**src/inc/emb_consts.vh**
```
`ifndef EMB_CONSTS_VH
`define EMB_CONSTS_VH

// bus cycle phase timing, in oscillator clocks
`define EMB_CYCLE_CLKS    6
`define EMB_ALE_HIGH_END  2
`define EMB_ADDR_END      3
`define EMB_FETCH_LOW_BEG 3
// top of internal code space
`define EMB_INT_CODE_TOP  16'h1fff
// bus request kinds
`define EMB_OP_FETCH      2'h0
`define EMB_OP_RD         2'h1
`define EMB_OP_WR         2'h2
// data cycle length, in six-clock cycles
`define EMB_DATA_CYCLES   2
`endif

```
**src/rtl/emb_phase.v**
```verilog
`timescale 1ns/1ps
`include "emb_consts.vh"
// ------------------------------------------------
// six-state machine-cycle phase counter
// ------------------------------------------------
module emb_phase #(
  parameter CYCLE = `EMB_CYCLE_CLKS
) (
  input  wire       clk,     // oscillator clock
  input  wire       rst_n,   // async reset, low
  output reg  [2:0] phase,   // phase within cycle
  output wire       last     // last phase of cycle
);
  assign last = (phase == CYCLE - 1);
  always @(posedge clk or negedge rst_n) begin
    if (!rst_n) begin
      phase <= 3'h0;
    end else if (last) begin
      phase <= 3'h0;
    end else begin
      phase <= phase + 3'h1;
    end
  end
endmodule // emb_phase

```
**src/rtl/emb_strap.v**
```verilog
`timescale 1ns/1ps
// ------------------------------------------------
// download strap capture at reset release
// ------------------------------------------------
module emb_strap (
  input  wire clk,       // oscillator clock
  input  wire rst_n,     // async reset, low
  input  wire pin_in,    // sensed strobe line
  output reg  dl_mode    // serial download selected
);
  reg armed_reg;
  // the first clock after release samples the line, while our driver is still off
  always @(posedge clk or negedge rst_n) begin
    if (!rst_n) begin
      armed_reg <= 1'b1;
      dl_mode   <= 1'b0;
    end else if (armed_reg) begin
      armed_reg <= 1'b0;
      dl_mode   <= ~pin_in;
    end
  end
endmodule // emb_strap

```
**src/rtl/emb_bus_port.v**
```verilog
`timescale 1ns/1ps
`include "emb_consts.vh"
module emb_bus_port (
  input  wire        MCLK,        // 200 MHz oscillator clock
  input  wire        RST_N,       // async reset, low
  input  wire        EXT_FETCH_SELECT, // high: internal code allowed
  input  wire [15:0] FETCH_ADDR,  // core program counter
  input  wire        REQ_VALID,   // core data access request
  input  wire [1:0]  REQ_OP,      // read or write
  input  wire [23:0] REQ_ADDR,    // data address
  input  wire [7:0]  REQ_WDATA,   // write byte
  output wire        REQ_READY,   // request taken
  output reg  [7:0]  RDATA,       // read or fetched byte
  output reg         RDATA_VALID, // rdata pulse
  output reg         FETCH_EXT,   // current fetch is external
  output wire        DOWNLOAD_MODE, // serial download selected
  input  wire [7:0]  LOW_PORT_GPIO_LATCH,  // low port latch as gpio
  input  wire [7:0]  HIGH_PORT_GPIO_LATCH, // high port latch as gpio
  input  wire        FETCH_STROBE_IN,      // fetch strobe pin level
  output reg         PROGRAM_FETCH_STROBE, // fetch strobe, low active
  output reg         FETCH_STROBE_OE_N,    // fetch strobe drive enable, low
  output reg         ALE,         // address latch strobe
  output reg         WR_N,        // write strobe
  output reg         RD_N,        // read strobe
  input  wire [7:0]  LOW_ADDRESS_DATA_PORT_IN,  // low port level
  output reg  [7:0]  LOW_ADDRESS_DATA_PORT_OUT, // low port output
  output reg  [7:0]  LOW_ADDRESS_DATA_PORT_OE_N, // low port enable, low
  output reg  [7:0]  HIGH_ADDRESS_PORT_OUT,     // high port output
  output reg  [7:0]  HIGH_ADDRESS_PORT_OE_N,    // high port strong enable, low
  output reg  [7:0]  HIGH_ADDRESS_PORT_PULLUP   // high port weak pull-up on
);
  // ------------------------------------------------
  // state
  // ------------------------------------------------
  localparam ST_CODE = 2'h0;
  localparam ST_DATA = 2'h1;

  wire [2:0] phase;
  wire       last;
  reg  [1:0] st_reg;
  reg  [1:0] op_reg;
  reg  [23:0] addr_reg;
  reg  [7:0]  wdata_reg;
  reg  [1:0]  dcnt_reg;
  reg         ext_reg;
  reg         boot_reg;

  emb_phase #(
    .CYCLE (`EMB_CYCLE_CLKS)
  ) u_phase (
    .clk   (MCLK),
    .rst_n (RST_N),
    .phase (phase),
    .last  (last)
  );

  emb_strap u_strap (
    .clk     (MCLK),
    .rst_n   (RST_N),
    .pin_in  (FETCH_STROBE_IN),
    .dl_mode (DOWNLOAD_MODE)
  );

  // ------------------------------------------------
  // fetch target decode
  // ------------------------------------------------
  function is_ext_fetch;
    input        sel;
    input [15:0] a;
    begin
      is_ext_fetch = ~sel | (a > `EMB_INT_CODE_TOP);
    end
  endfunction

  // data requests are taken only at a cycle boundary in code state
  assign REQ_READY = (st_reg == ST_CODE) && last && !boot_reg;

  always @(posedge MCLK or negedge RST_N) begin
    if (!RST_N) begin
      st_reg    <= ST_CODE;
      op_reg    <= `EMB_OP_FETCH;
      addr_reg  <= 24'h000000;
      wdata_reg <= 8'h00;
      dcnt_reg  <= 2'h0;
      ext_reg   <= 1'b0;
      boot_reg  <= 1'b1;
      FETCH_EXT <= 1'b0;
    end else begin
      if (last) begin
        boot_reg <= 1'b0;
      end
      case (st_reg)
        ST_CODE: begin
          if (last) begin
            if (REQ_VALID && !boot_reg) begin
              st_reg    <= ST_DATA;
              op_reg    <= REQ_OP;
              addr_reg  <= REQ_ADDR;
              wdata_reg <= REQ_WDATA;
              dcnt_reg  <= 2'h0;
              ext_reg   <= 1'b0;
            end else begin
              op_reg   <= `EMB_OP_FETCH;
              addr_reg <= {8'h00, FETCH_ADDR};
              ext_reg  <= is_ext_fetch(EXT_FETCH_SELECT, FETCH_ADDR);
            end
            FETCH_EXT <= is_ext_fetch(EXT_FETCH_SELECT, FETCH_ADDR);
          end
        end
        ST_DATA: begin
          if (last) begin
            if (dcnt_reg == `EMB_DATA_CYCLES - 1) begin
              st_reg  <= ST_CODE;
              op_reg  <= `EMB_OP_FETCH;
              ext_reg <= 1'b0;
            end else begin
              dcnt_reg <= dcnt_reg + 2'h1;
            end
          end
        end
        default: begin
          st_reg <= ST_CODE;
        end
      endcase
    end
  end

  // ------------------------------------------------
  // pin sequencing
  // ------------------------------------------------
  wire in_data   = (st_reg == ST_DATA);
  wire data_fst  = in_data && (dcnt_reg == 2'h0);
  wire data_end  = in_data && (dcnt_reg == `EMB_DATA_CYCLES - 1);
  wire fetch_act = (st_reg == ST_CODE) && ext_reg && !boot_reg;
  wire addr_ph   = (phase < `EMB_ADDR_END);

  always @(posedge MCLK or negedge RST_N) begin
    if (!RST_N) begin
      PROGRAM_FETCH_STROBE       <= 1'b1;
      FETCH_STROBE_OE_N          <= 1'b1;
      ALE                        <= 1'b0;
      WR_N                       <= 1'b1;
      RD_N                       <= 1'b1;
      LOW_ADDRESS_DATA_PORT_OUT  <= 8'hff;
      LOW_ADDRESS_DATA_PORT_OE_N <= 8'hff;
      HIGH_ADDRESS_PORT_OUT      <= 8'hff;
      HIGH_ADDRESS_PORT_OE_N     <= 8'hff;
      HIGH_ADDRESS_PORT_PULLUP   <= 8'hff;
      RDATA                      <= 8'h00;
      RDATA_VALID                <= 1'b0;
    end else begin
      FETCH_STROBE_OE_N <= boot_reg;
      RDATA_VALID <= 1'b0;
      // fetch strobe low in second half of an external code cycle only
      PROGRAM_FETCH_STROBE <= ~(fetch_act && phase >= `EMB_FETCH_LOW_BEG);
      // latch strobe in every code cycle but the first after reset, and in the address cycle of a data access
      ALE <= ((st_reg == ST_CODE && !boot_reg) || data_fst)
             && (phase < `EMB_ALE_HIGH_END);
      RD_N <= ~(data_end && op_reg == `EMB_OP_RD);
      WR_N <= ~(data_end && op_reg == `EMB_OP_WR);
      if (fetch_act || in_data) begin
        if (fetch_act ? addr_ph : data_fst) begin
          // address stands through the latch strobe fall
          LOW_ADDRESS_DATA_PORT_OUT  <= addr_reg[7:0];
          LOW_ADDRESS_DATA_PORT_OE_N <= 8'h00;
        end else if (in_data && op_reg == `EMB_OP_WR) begin
          LOW_ADDRESS_DATA_PORT_OUT  <= wdata_reg;
          LOW_ADDRESS_DATA_PORT_OE_N <= 8'h00;
        end else begin
          // released so memory can drive
          LOW_ADDRESS_DATA_PORT_OUT  <= 8'hff;
          LOW_ADDRESS_DATA_PORT_OE_N <= 8'hff;
        end
        // page byte rides the high port while the latch strobe is up in a data access, middle byte after; fetches carry the middle byte
        if (data_fst && phase < `EMB_ALE_HIGH_END) begin
          HIGH_ADDRESS_PORT_OUT <= addr_reg[23:16];
        end else begin
          HIGH_ADDRESS_PORT_OUT <= addr_reg[15:8];
        end
        HIGH_ADDRESS_PORT_OE_N   <= 8'h00;
        HIGH_ADDRESS_PORT_PULLUP <= 8'h00;
      end else begin
        // general i/o: zeros pull low, ones float or weakly pull up
        LOW_ADDRESS_DATA_PORT_OUT  <= 8'h00;
        LOW_ADDRESS_DATA_PORT_OE_N <= LOW_PORT_GPIO_LATCH;
        HIGH_ADDRESS_PORT_OUT      <= 8'h00;
        HIGH_ADDRESS_PORT_OE_N     <= HIGH_PORT_GPIO_LATCH;
        HIGH_ADDRESS_PORT_PULLUP   <= HIGH_PORT_GPIO_LATCH;
      end
      if ((fetch_act && last) || (data_end && last && op_reg == `EMB_OP_RD)) begin
        RDATA       <= LOW_ADDRESS_DATA_PORT_IN;
        RDATA_VALID <= 1'b1;
      end
    end
  end
endmodule // emb_bus_port

```
**config.mk**
```make
export PLATFORM = sky130hd
export DESIGN_NAME = emb_bus_port
export DESIGN_NICKNAME = d
export VERILOG_FILES = /design/src/rtl/emb_phase.v /design/src/rtl/emb_strap.v /design/src/rtl/emb_bus_port.v
export VERILOG_INCLUDE_DIRS = /design/src /design/src/inc
export SDC_FILE = /design/constraint.sdc
export NUM_CORES = 1
export LEC_CHECK = 0
export ABC_AREA = 0
export BUFFER_PORTS_ARGS = -buffer_cell sky130_fd_sc_hd__buf_2
export CORE_UTILIZATION = 45
export DETAILED_ROUTE_END_ITERATION = 6
export HOLD_SLACK_MARGIN = 0.08
export PLACE_DENSITY = 0.78
export RECOVER_POWER = 100
export SYNTH_ARGS = -nofsm -noshare
export SYNTH_HDL_FRONTEND = slang
export SYNTH_SLANG_ARGS = --single-unit
```
**constraint.sdc**
```tcl
create_clock -name MCLK -period 1.7 [get_ports MCLK]
set_input_delay 0.425 -clock MCLK [delete_from_list [all_inputs] [get_ports MCLK]]
set_output_delay 0.425 -clock MCLK [all_outputs]
set_load 0.1 [all_outputs]
```
==> results of run 1 <==
[cell type report]
cell class | instances | share of cell area
clock buffers | 9 | 0.02424
clock inverters | 7 | 0.01028
inverters | 6 | 0.004407
multi-input cells | 168 | 0.2698
flip-flops and latches | 91 | 0.4554
well taps | 105 | 0.02571
repair buffers | 160 | 0.2101
[how the worst max path moves through the flow]
stage,to,slack [ps],start,cells past startpoint
after floorplan,REQ_READY,-240,u_phase.phase[1],2
after global placement,LOW_ADDRESS_DATA_PORT_OUT[0],60,dcnt_reg[0],4
after detailed placement,RDATA[7],-0.9,dcnt_reg[1],5
after CTS,REQ_READY,-190,u_phase.phase[1],3
after global routing,REQ_READY,-190,u_phase.phase[1],3
final,REQ_READY,-130,u_phase.phase[1],3
[logic make-up after synthesis]
kind of cell / share of synthesized area
other: 0.0009951
adders and majority gates: 0.009961
DFF: 0.6169
and+or+nand+nor: 0.08898
AOI/OAI and AO/OA: 0.1202
buffers and inverters: 0.04880
muxes: 0.1142
[worst register-to-register path, stage by stage (launching register included)]
cell and delay, ps:
dfrtp_1 410, buf_4 170, buf_4 140, and3b_2 260, and3_4 250, mux2_2 350
[routing by layer]
metal	up-vias	share of wire	global-route usage
li1	1318	-	-
met1	1321	0.44	0.2544
met2	102	0.48	0.3064
met3	15	0.061	0.04065
met4	0	0.019	0.08077
met5	-	0	0
[repair_timing]
item,in CTS,in global routing
cloned,0,2
setup buffers,3,4
hold endpoints to repair,22,0
pin swaps,3,6
hold buffers,1,0
resized for setup,44,22
setup endpoints to repair,52,35
[metrics by stage]
step                      setup WS, ps  cell area, µm²  cells
after global placement           56.74            4667    521
after global routing            -186.8            5110    546
after detailed placement       -0.8945            4667    521
final                           -129.0            5110    546
after floorplan                 -237.3            3781    288
after CTS                       -185.1            4990    541
[cell usage in the layout, fill, tap and decap left out, types with 10 or more instances in the layout]
cell     synthesis  final
buf_4            8     60
buf_2            6     89
nor2_1          28     27
mux2i_1         25     25
a22o_1          13     13
a21oi_1         19     19
and2_1          10     10
dfrtp_1         53     51
dfstp_2         38     37
==> flow_summary.json, run 1 <==
{
  "status": "finished, violations left",
  "violations": "setup timing",
  "io_pins": 136,
  "via_per_inst": 5.048,
  "ys.flop_type": "dfrtp_1",
  "worst-path-buf-inv": 1,
  "critPathKind": "reg -> out",
  "worstPathArrival_ps": 1400,
  "hp-class": "in -> reg",
  "min_to": "u_strap.dl_mode",
  "cts_max_path_buffers": 2,
  "wl_mm": 8.040,
  "skew_ps": 12.12,
  "nFillCells": 671,
  "hold_depth": 2,
  "slew_headroom": 0.4465,
  "grt_pass1_vias": 2599,
  "cp_cell_sequence": "nand3b_1, nor3_4, buf_12",
  "cts_made_buffers": 9,
  "syn-cell-area_mm2": 0.003769,
  "yosys.cell_count.top_type": "dfrtp_1",
  "synthTopCellsByArea": "dfrtp_1, dfstp_2, mux2i_1",
  "hold_viol_final": 0,
  "vias": 2756,
  "cpMaxStageDelayCell": "dfrtp_1",
  "core_area_mm2": 0.008175,
  "grt_overflow_total": 0,
  "crit_fanout": 2,
  "fin_util": 0.6250,
  "fmax_mhz": 546.7,
  "hpwl_mm": 5.585,
  "grt_max_degree": 36,
  "drcViolationCount": 0,
  "ys_seq_area_frac": 0.6169,
  "drive_gt1_frac": 0.5805,
  "synth_seq_cells": 91,
  "synthCells": 288,
  "htree_levels": 3,
  "cp.required_ps": 1270,
  "synth_edf_count": 0,
  "area_delta_synth_final_pct": 35.59,
  "antenna_found_initial": 0,
  "r2r_slack_ps": 30,
  "period_share": 1.076,
  "ant_nets": 0,
  "ys_types": 39,
  "final_nets": 518,
  "timing.rr.end": "wdata_reg[1]",
  "multi_input_area_mm2": 0.001379,
  "end_kind": "primary output",
  "port_buffers": 135,
  "tightest_slew_ps": 830.2,
  "largest_reg_flops": 24,
  "maxCapViolCount": 0,
  "place_congestion": 0.8162,
  "firstDrtPassIters": 4,
  "clkTransAtPathRegs_ps": 80,
  "rsz0062_at_grt": "true",
  "ff_latch_area_mm2": 0.002327,
  "finalHoldWorstSlack_ps": 247.4,
  "antennaDiodeCount": 0,
  "synth_top_cells_by_count": "dfrtp_1, dfstp_2, nor2_1",
  "cts_root_buf": "clkbuf_8",
  "start_kind": "flip-flop",
  "synthDominantCellAreaShare": 0.3519,
  "drtIter0Drc": 134,
  "synthArstFlopShare": 1.000,
  "synth_fp_nets": 370,
  "finalSetupViolCount": 1,
  "fin_setup_tns_ps": -129.0,
  "initial_core_util": 0.4610,
  "synth_top_cell_by_area": "dfrtp_1",
  "die_area_mm2": 0.008745,
  "cts_tree": "built",
  "clock_latency_ps": 360,
  "r2r_cells": 5,
  "die_x_um": 93.52,
  "dieHeight_um": 93.52,
  "synth_area_per_cell_um2": 13.09,
  "fin_ws_ps": -129.0,
  "cpLargestDelayFamily": "simple AND/OR/NAND/NOR gates",
  "period_minus_slack_ps": 1829,
  "rows": 33,
  "grt_pass1_wl_mm": 12.71,
  "maxSlewViolCount": 0,
  "r2r_start": "u_phase.phase[1]",
  "hold_start": "FETCH_STROBE_IN",
  "slowest_delay_ps": 410,
  "wire_per_inst_um": 14.73,
  "yosys_warnings": 0,
  "cts_sinks": 91,
  "grt.total_usage": 0.1921
}
Power of run 1 is left out: the tool's default activity adds up to more than one toggle a clock period on the data nets, which glitch-free logic cannot reach.
==> run 2, diff against run 1 <==
--- a/config.mk
+++ b/config.mk
@@ -8,11 +8,12 @@
 export LEC_CHECK = 0
 export ABC_AREA = 0
 export BUFFER_PORTS_ARGS = -buffer_cell sky130_fd_sc_hd__buf_2
-export CORE_UTILIZATION = 45
+export CORE_UTILIZATION = 44
 export DETAILED_ROUTE_END_ITERATION = 6
 export HOLD_SLACK_MARGIN = 0.08
-export PLACE_DENSITY = 0.78
+export PLACE_DENSITY = 0.77
 export RECOVER_POWER = 100
 export SYNTH_ARGS = -nofsm -noshare
 export SYNTH_HDL_FRONTEND = slang
+export SYNTH_HIERARCHICAL = 1
 export SYNTH_SLANG_ARGS = --single-unit
==> run 2 against run 1 <==
Against the previous run: the flow still finishes with violations (setup timing); sequential share of layout area about the same; worst setup slack improved by 100 ps; flip-flop and latch count stayed put; register-to-register slack worse by 40 ps; critical path type unchanged; largest cell class unchanged; highest routed layer unchanged.
==> flow_summary.json, run 2 <==
{
  "synth_fp_nets": 366,
  "synth_top_cells_by_count": "dfrtp_1, dfstp_2, mux2i_1",
  "io_pins": 136,
  "rows": 33,
  "ant_nets": 0,
  "post-place-ws_ps": 17.54,
  "cts_max_path_buffers": 2,
  "synthTopCellsByArea": "dfrtp_1, dfstp_2, mux2i_1",
  "ys_types": 35,
  "grt_pass1_wl_mm": 13.02,
  "fin_setup_tns_ps": -45.07,
  "fin_ws_ps": -25.01,
  "wl_mm": 8.275,
  "clkTransAtPathRegs_ps": 90,
  "worstPathArrival_ps": 1300,
  "final_nets": 516,
  "cp_cell_sequence": "nor2_2, and2_4, buf_12",
  "skew_ps": 11.62,
  "fmax_mhz": 579.7,
  "synth_edf_count": 0,
  "htree_levels": 3,
  "grt_pass1_vias": 2705,
  "drcViolationCount": 0,
  "yosys.cell_count.top_type": "dfrtp_1",
  "die_x_um": 93.81,
  "cts_tree": "built",
  "synthArstFlopShare": 1.000,
  "maxCapViolCount": 0,
  "clock_latency_ps": 350,
  "syn-cell-area_mm2": 0.003709,
  "end_kind": "primary output",
  "ys.flop_type": "dfrtp_1",
  "fin_util": 0.6247,
  "slew_headroom": 0.5866,
  "mostFrequentLayoutCells": "buf_2, buf_4, dfrtp_1",
  "port_buffers": 135,
  "core_area_mm2": 0.008175,
  "grt_overflow_total": 0,
  "timing.rr.end": "RDATA[0]",
  "antennaDiodeCount": 0,
  "cts_root_buf": "clkbuf_8",
  "synth_top_cell_by_area": "dfrtp_1",
  "violations": "setup timing",
  "rsz0062_at_grt": "true",
  "antenna_found_initial": 0,
  "cts_sinks": 91,
  "cp.required_ps": 1270,
  "min_to": "u_strap/dl_mode",
  "ys_seq_area_frac": 0.6269,
  "synthDominantCellAreaShare": 0.3576,
  "r2r_cells": 5,
  "largest_reg_flops": 24,
  "firstDrtPassIters": 4,
  "period_share": 1.015,
  "hold_depth": 2,
  "grt.total_usage": 0.1981,
  "synth_area_per_cell_um2": 13.01,
  "grt_max_degree": 35,
  "vias": 2729,
  "cts_made_buffers": 9,
  "hold_viol_final": 0,
  "yosys_warnings": 6,
  "r2r_slack_ps": -10,
  "critPathKind": "reg -> out",
  "synthCells": 285,
  "place_congestion": 0.7997,
  "period_minus_slack_ps": 1725,
  "start_kind": "flip-flop",
  "tightest_slew_ps": 615.9,
  "maxSlewViolCount": 0,
  "area_delta_synth_final_pct": 37.72,
  "dieHeight_um": 93.81,
  "drive_gt1_frac": 0.5818,
  "slowest_delay_ps": 430,
  "via_per_inst": 5.007,
  "final_common_cell": "buf_2",
  "r2r_start": "boot_reg",
  "finalSetupViolCount": 4,
  "hp-class": "in -> reg",
  "wire_per_inst_um": 15.18,
  "crit_fanout": 4,
  "die_area_mm2": 0.008799,
  "hold_start": "FETCH_STROBE_IN",
  "drtIter0Drc": 93,
  "hpwl_mm": 5.520,
  "cpMaxStageDelayCell": "dfrtp_1",
  "status": "finished, violations left",
  "initial_core_util": 0.4536,
  "synth_seq_cells": 91
}
-- run 2: stage by stage --
stage          cells  cell area [µm²]  hold WS, ps
3_3_place_gp     516             4627        381.9
3_5_place_dp     516             4627        386.9
4_1_cts          537             4961        226.2
2_1_floorplan    285             3710        129.4
6_report         545             5107        244.3
5_1_grt          545             5107        230.3
-- run 2: how the worst max path moves through the flow --
stage / start / endpoint / slack, ps / cells past startpoint
finish: st_reg[0] / REQ_READY / -30 / 3
floorplan: u_phase/phase[1] / REQ_READY / 20 / 3
CTS: st_reg[0] / REQ_READY / -60 / 3
global route: st_reg[0] / REQ_READY / -80 / 3
global placement: dcnt_reg[0] / LOW_ADDRESS_DATA_PORT_OUT[3] / -0.5 / 4
detailed placement: dcnt_reg[1] / RDATA[2] / 20 / 5
-- run 2: cell type report --
type / instances / area, µm²
Multi-Input combinational cell: 163 / 1303
Tap cell: 105 / 131.4
Inverter: 6 / 22.52
Sequential cell: 91 / 2325
Timing Repair Buffer: 164 / 1149
Clock buffer: 10 / 137.6
Clock inverter: 6 / 40.04
Fill cell: 681 / 3068
-- run 2: what timing repair did --
item	4_1_cts	5_1_grt
pin swaps	0	2
setup endpoints to repair	43	25
hold buffers	1	0
resized for setup	46	16
hold endpoints to repair	21	0
cloned	0	1
buffers inserted	4	7
-- run 2: critical path: cells and delay by family, from the launching register on --
kind,cells,cell delay (ps)
flops,1,430
simple gates,2,350
buf+inv,1,160
-- run 2: cells by family after synthesis --
kind of cell / synth area share
and+or+nand+nor: 0.08569
adders and majority gates: 0.006747
DFF: 0.6269
AOI/OAI and AO/OA: 0.1188
buffers and inverters: 0.04217
muxes: 0.1188
other: 0.001011
-- run 2: per-layer routing --
metal	global-route usage	vias to the layer above	part of all wire
met2	0.3273	93	0.51
met4	0.1000	0	0.011
met3	0.03317	6	0.053
met1	0.2508	1341	0.42
met5	0	-	0
li1	-	1289	-
Power of run 2 is left out for the same reason.
==> run 3, diff against run 2 <==
--- a/config.mk
+++ b/config.mk
@@ -13,6 +13,7 @@
 export HOLD_SLACK_MARGIN = 0.08
 export PLACE_DENSITY = 0.77
 export RECOVER_POWER = 100
+export SKIP_CTS_REPAIR_TIMING = 1
 export SYNTH_ARGS = -nofsm -noshare
 export SYNTH_HDL_FRONTEND = slang
 export SYNTH_HIERARCHICAL = 1
==> run 3 against run 2 <==
Against the previous run: the flow still finishes with violations (setup timing); register-to-register slack better by 30 ps; sequential share of layout area rose by 1.0 points; via count decreased by 1.6%; die area did not move; cell count decreased by 1.3%; hold slack got worse by 1.7 ps; critical path depth did not move; critical path type unchanged.
==> flow_summary.json, run 3 (synthesis gave the netlist of run 2 again) <==
{
  "status": "finished, violations left",
  "violations": "setup timing",
  "die_area_mm2": 0.008799,
  "critPathKind": "reg -> out",
  "fmax_mhz": 565.1,
  "port_buffers": 135,
  "start_kind": "flip-flop",
  "finalSetupViolCount": 1,
  "via_per_inst": 4.991,
  "final_nets": 509,
  "hp-class": "in -> reg",
  "io_pins": 136,
  "mostFrequentLayoutCells": "buf_2, dfrtp_1, clkbuf_4",
  "wl_mm": 8.055,
  "finalHoldWorstSlack_ps": 242.6,
  "nFillCells": 696,
  "place_congestion": 0.7997,
  "wire_per_inst_um": 14.97,
  "cts_sinks": 91,
  "core_area_mm2": 0.008175,
  "grt.total_usage": 0.1932,
  "rows": 33,
  "dp_cells": 516,
  "grt_max_degree": 35,
  "tightest_slew_ps": 635.9,
  "crit_path_start": "st_reg[0]",
  "maxCapViolCount": 0,
  "multi_input_area_mm2": 0.001262,
  "ff_latch_area_mm2": 0.002326,
  "skew_ps": 11.60,
  "cp.required_ps": 1270,
  "hpwl_mm": 5.520,
  "fin_ws_ps": -69.54,
  "drtIter0Drc": 81,
  "maxSlewViolCount": 0,
  "dieHeight_um": 93.81,
  "vias": 2685,
  "drive_gt1_frac": 0.5704,
  "die_x_um": 93.81,
  "timing.rr.end": "RDATA[6]",
  "final_common_cell": "buf_2",
  "fin_area_mm2": 0.004999,
  "fin_cells": 538,
  "hold_viol_final": 0,
  "htree_levels": 3,
  "clkTransAtPathRegs_ps": 80,
  "cts_tree": "built",
  "grt_pass1_vias": 2650,
  "cts_made_buffers": 9,
  "crit_fanout": 4,
  "end_kind": "primary output",
  "place_area_mm2": 0.004627,
  "ant_nets": 0,
  "r2r_start": "boot_reg",
  "cts_root_buf": "clkbuf_8",
  "period_share": 1.041,
  "grt_overflow_total": 0,
  "hold_start": "FETCH_STROBE_IN",
  "firstDrtPassIters": 4,
  "grt_pass1_wl_mm": 12.73,
  "r2r_slack_ps": 20,
  "largest_reg_flops": 24,
  "clock_latency_ps": 350,
  "fin_setup_tns_ps": -69.54,
  "endpoint": "REQ_READY",
  "initial_core_util": 0.4536,
  "slew_headroom": 0.5732,
  "period_minus_slack_ps": 1770,
  "worstPathArrival_ps": 1340,
  "r2r_cells": 5,
  "antenna_found_initial": 0,
  "rsz0062_at_grt": "true",
  "area_delta_synth_final_pct": 34.78,
  "drcViolationCount": 0,
  "antennaDiodeCount": 0,
  "cts_max_path_buffers": 2
}
-- run 3: stage by stage --
step	utilization	setup slack, ps
floorplan	-	23.18
global placement	0.5660	-0.5346
detailed placement	0.5660	17.54
CTS	0.5877	-195.4
global route	0.6114	-132.3
finish	0.6114	-69.54
-- run 3: how the worst min path moves through the flow --
stage	endpoint	slack, ps	cells after the start
after global placement	addr_reg[11]	380	1
after floorplan	ALE	130	0
after detailed placement	addr_reg[19]	390	1
after CTS	addr_reg[19]	-0.8	1
after global routing	u_strap/dl_mode	230	2
final	u_strap/dl_mode	240	2
-- run 3: layer usage --
metal / routed length, µm / GRT usage
met5: 0 / 0
met3: 406 / 0.03317
met1: 3453 / 0.2491
met2: 4032 / 0.3120
met4: 161 / 0.1000
-- run 3: layout make-up --
type	instances	area share
Clock buffer	10	0.02753
Inverter	6	0.004506
Tap cell	105	0.02628
Sequential cell	91	0.4653
Timing Repair Buffer	157	0.2158
Multi-Input combinational cell	163	0.2526
Clock inverter	6	0.008010
-- run 3: worst max-delay path, cell delays in order (launching register included) --
cell	delay, ps
dfrtp_1	420
nor2_1	220
and2_4	190
buf_12	160
Power of run 3 is left out for the same reason.
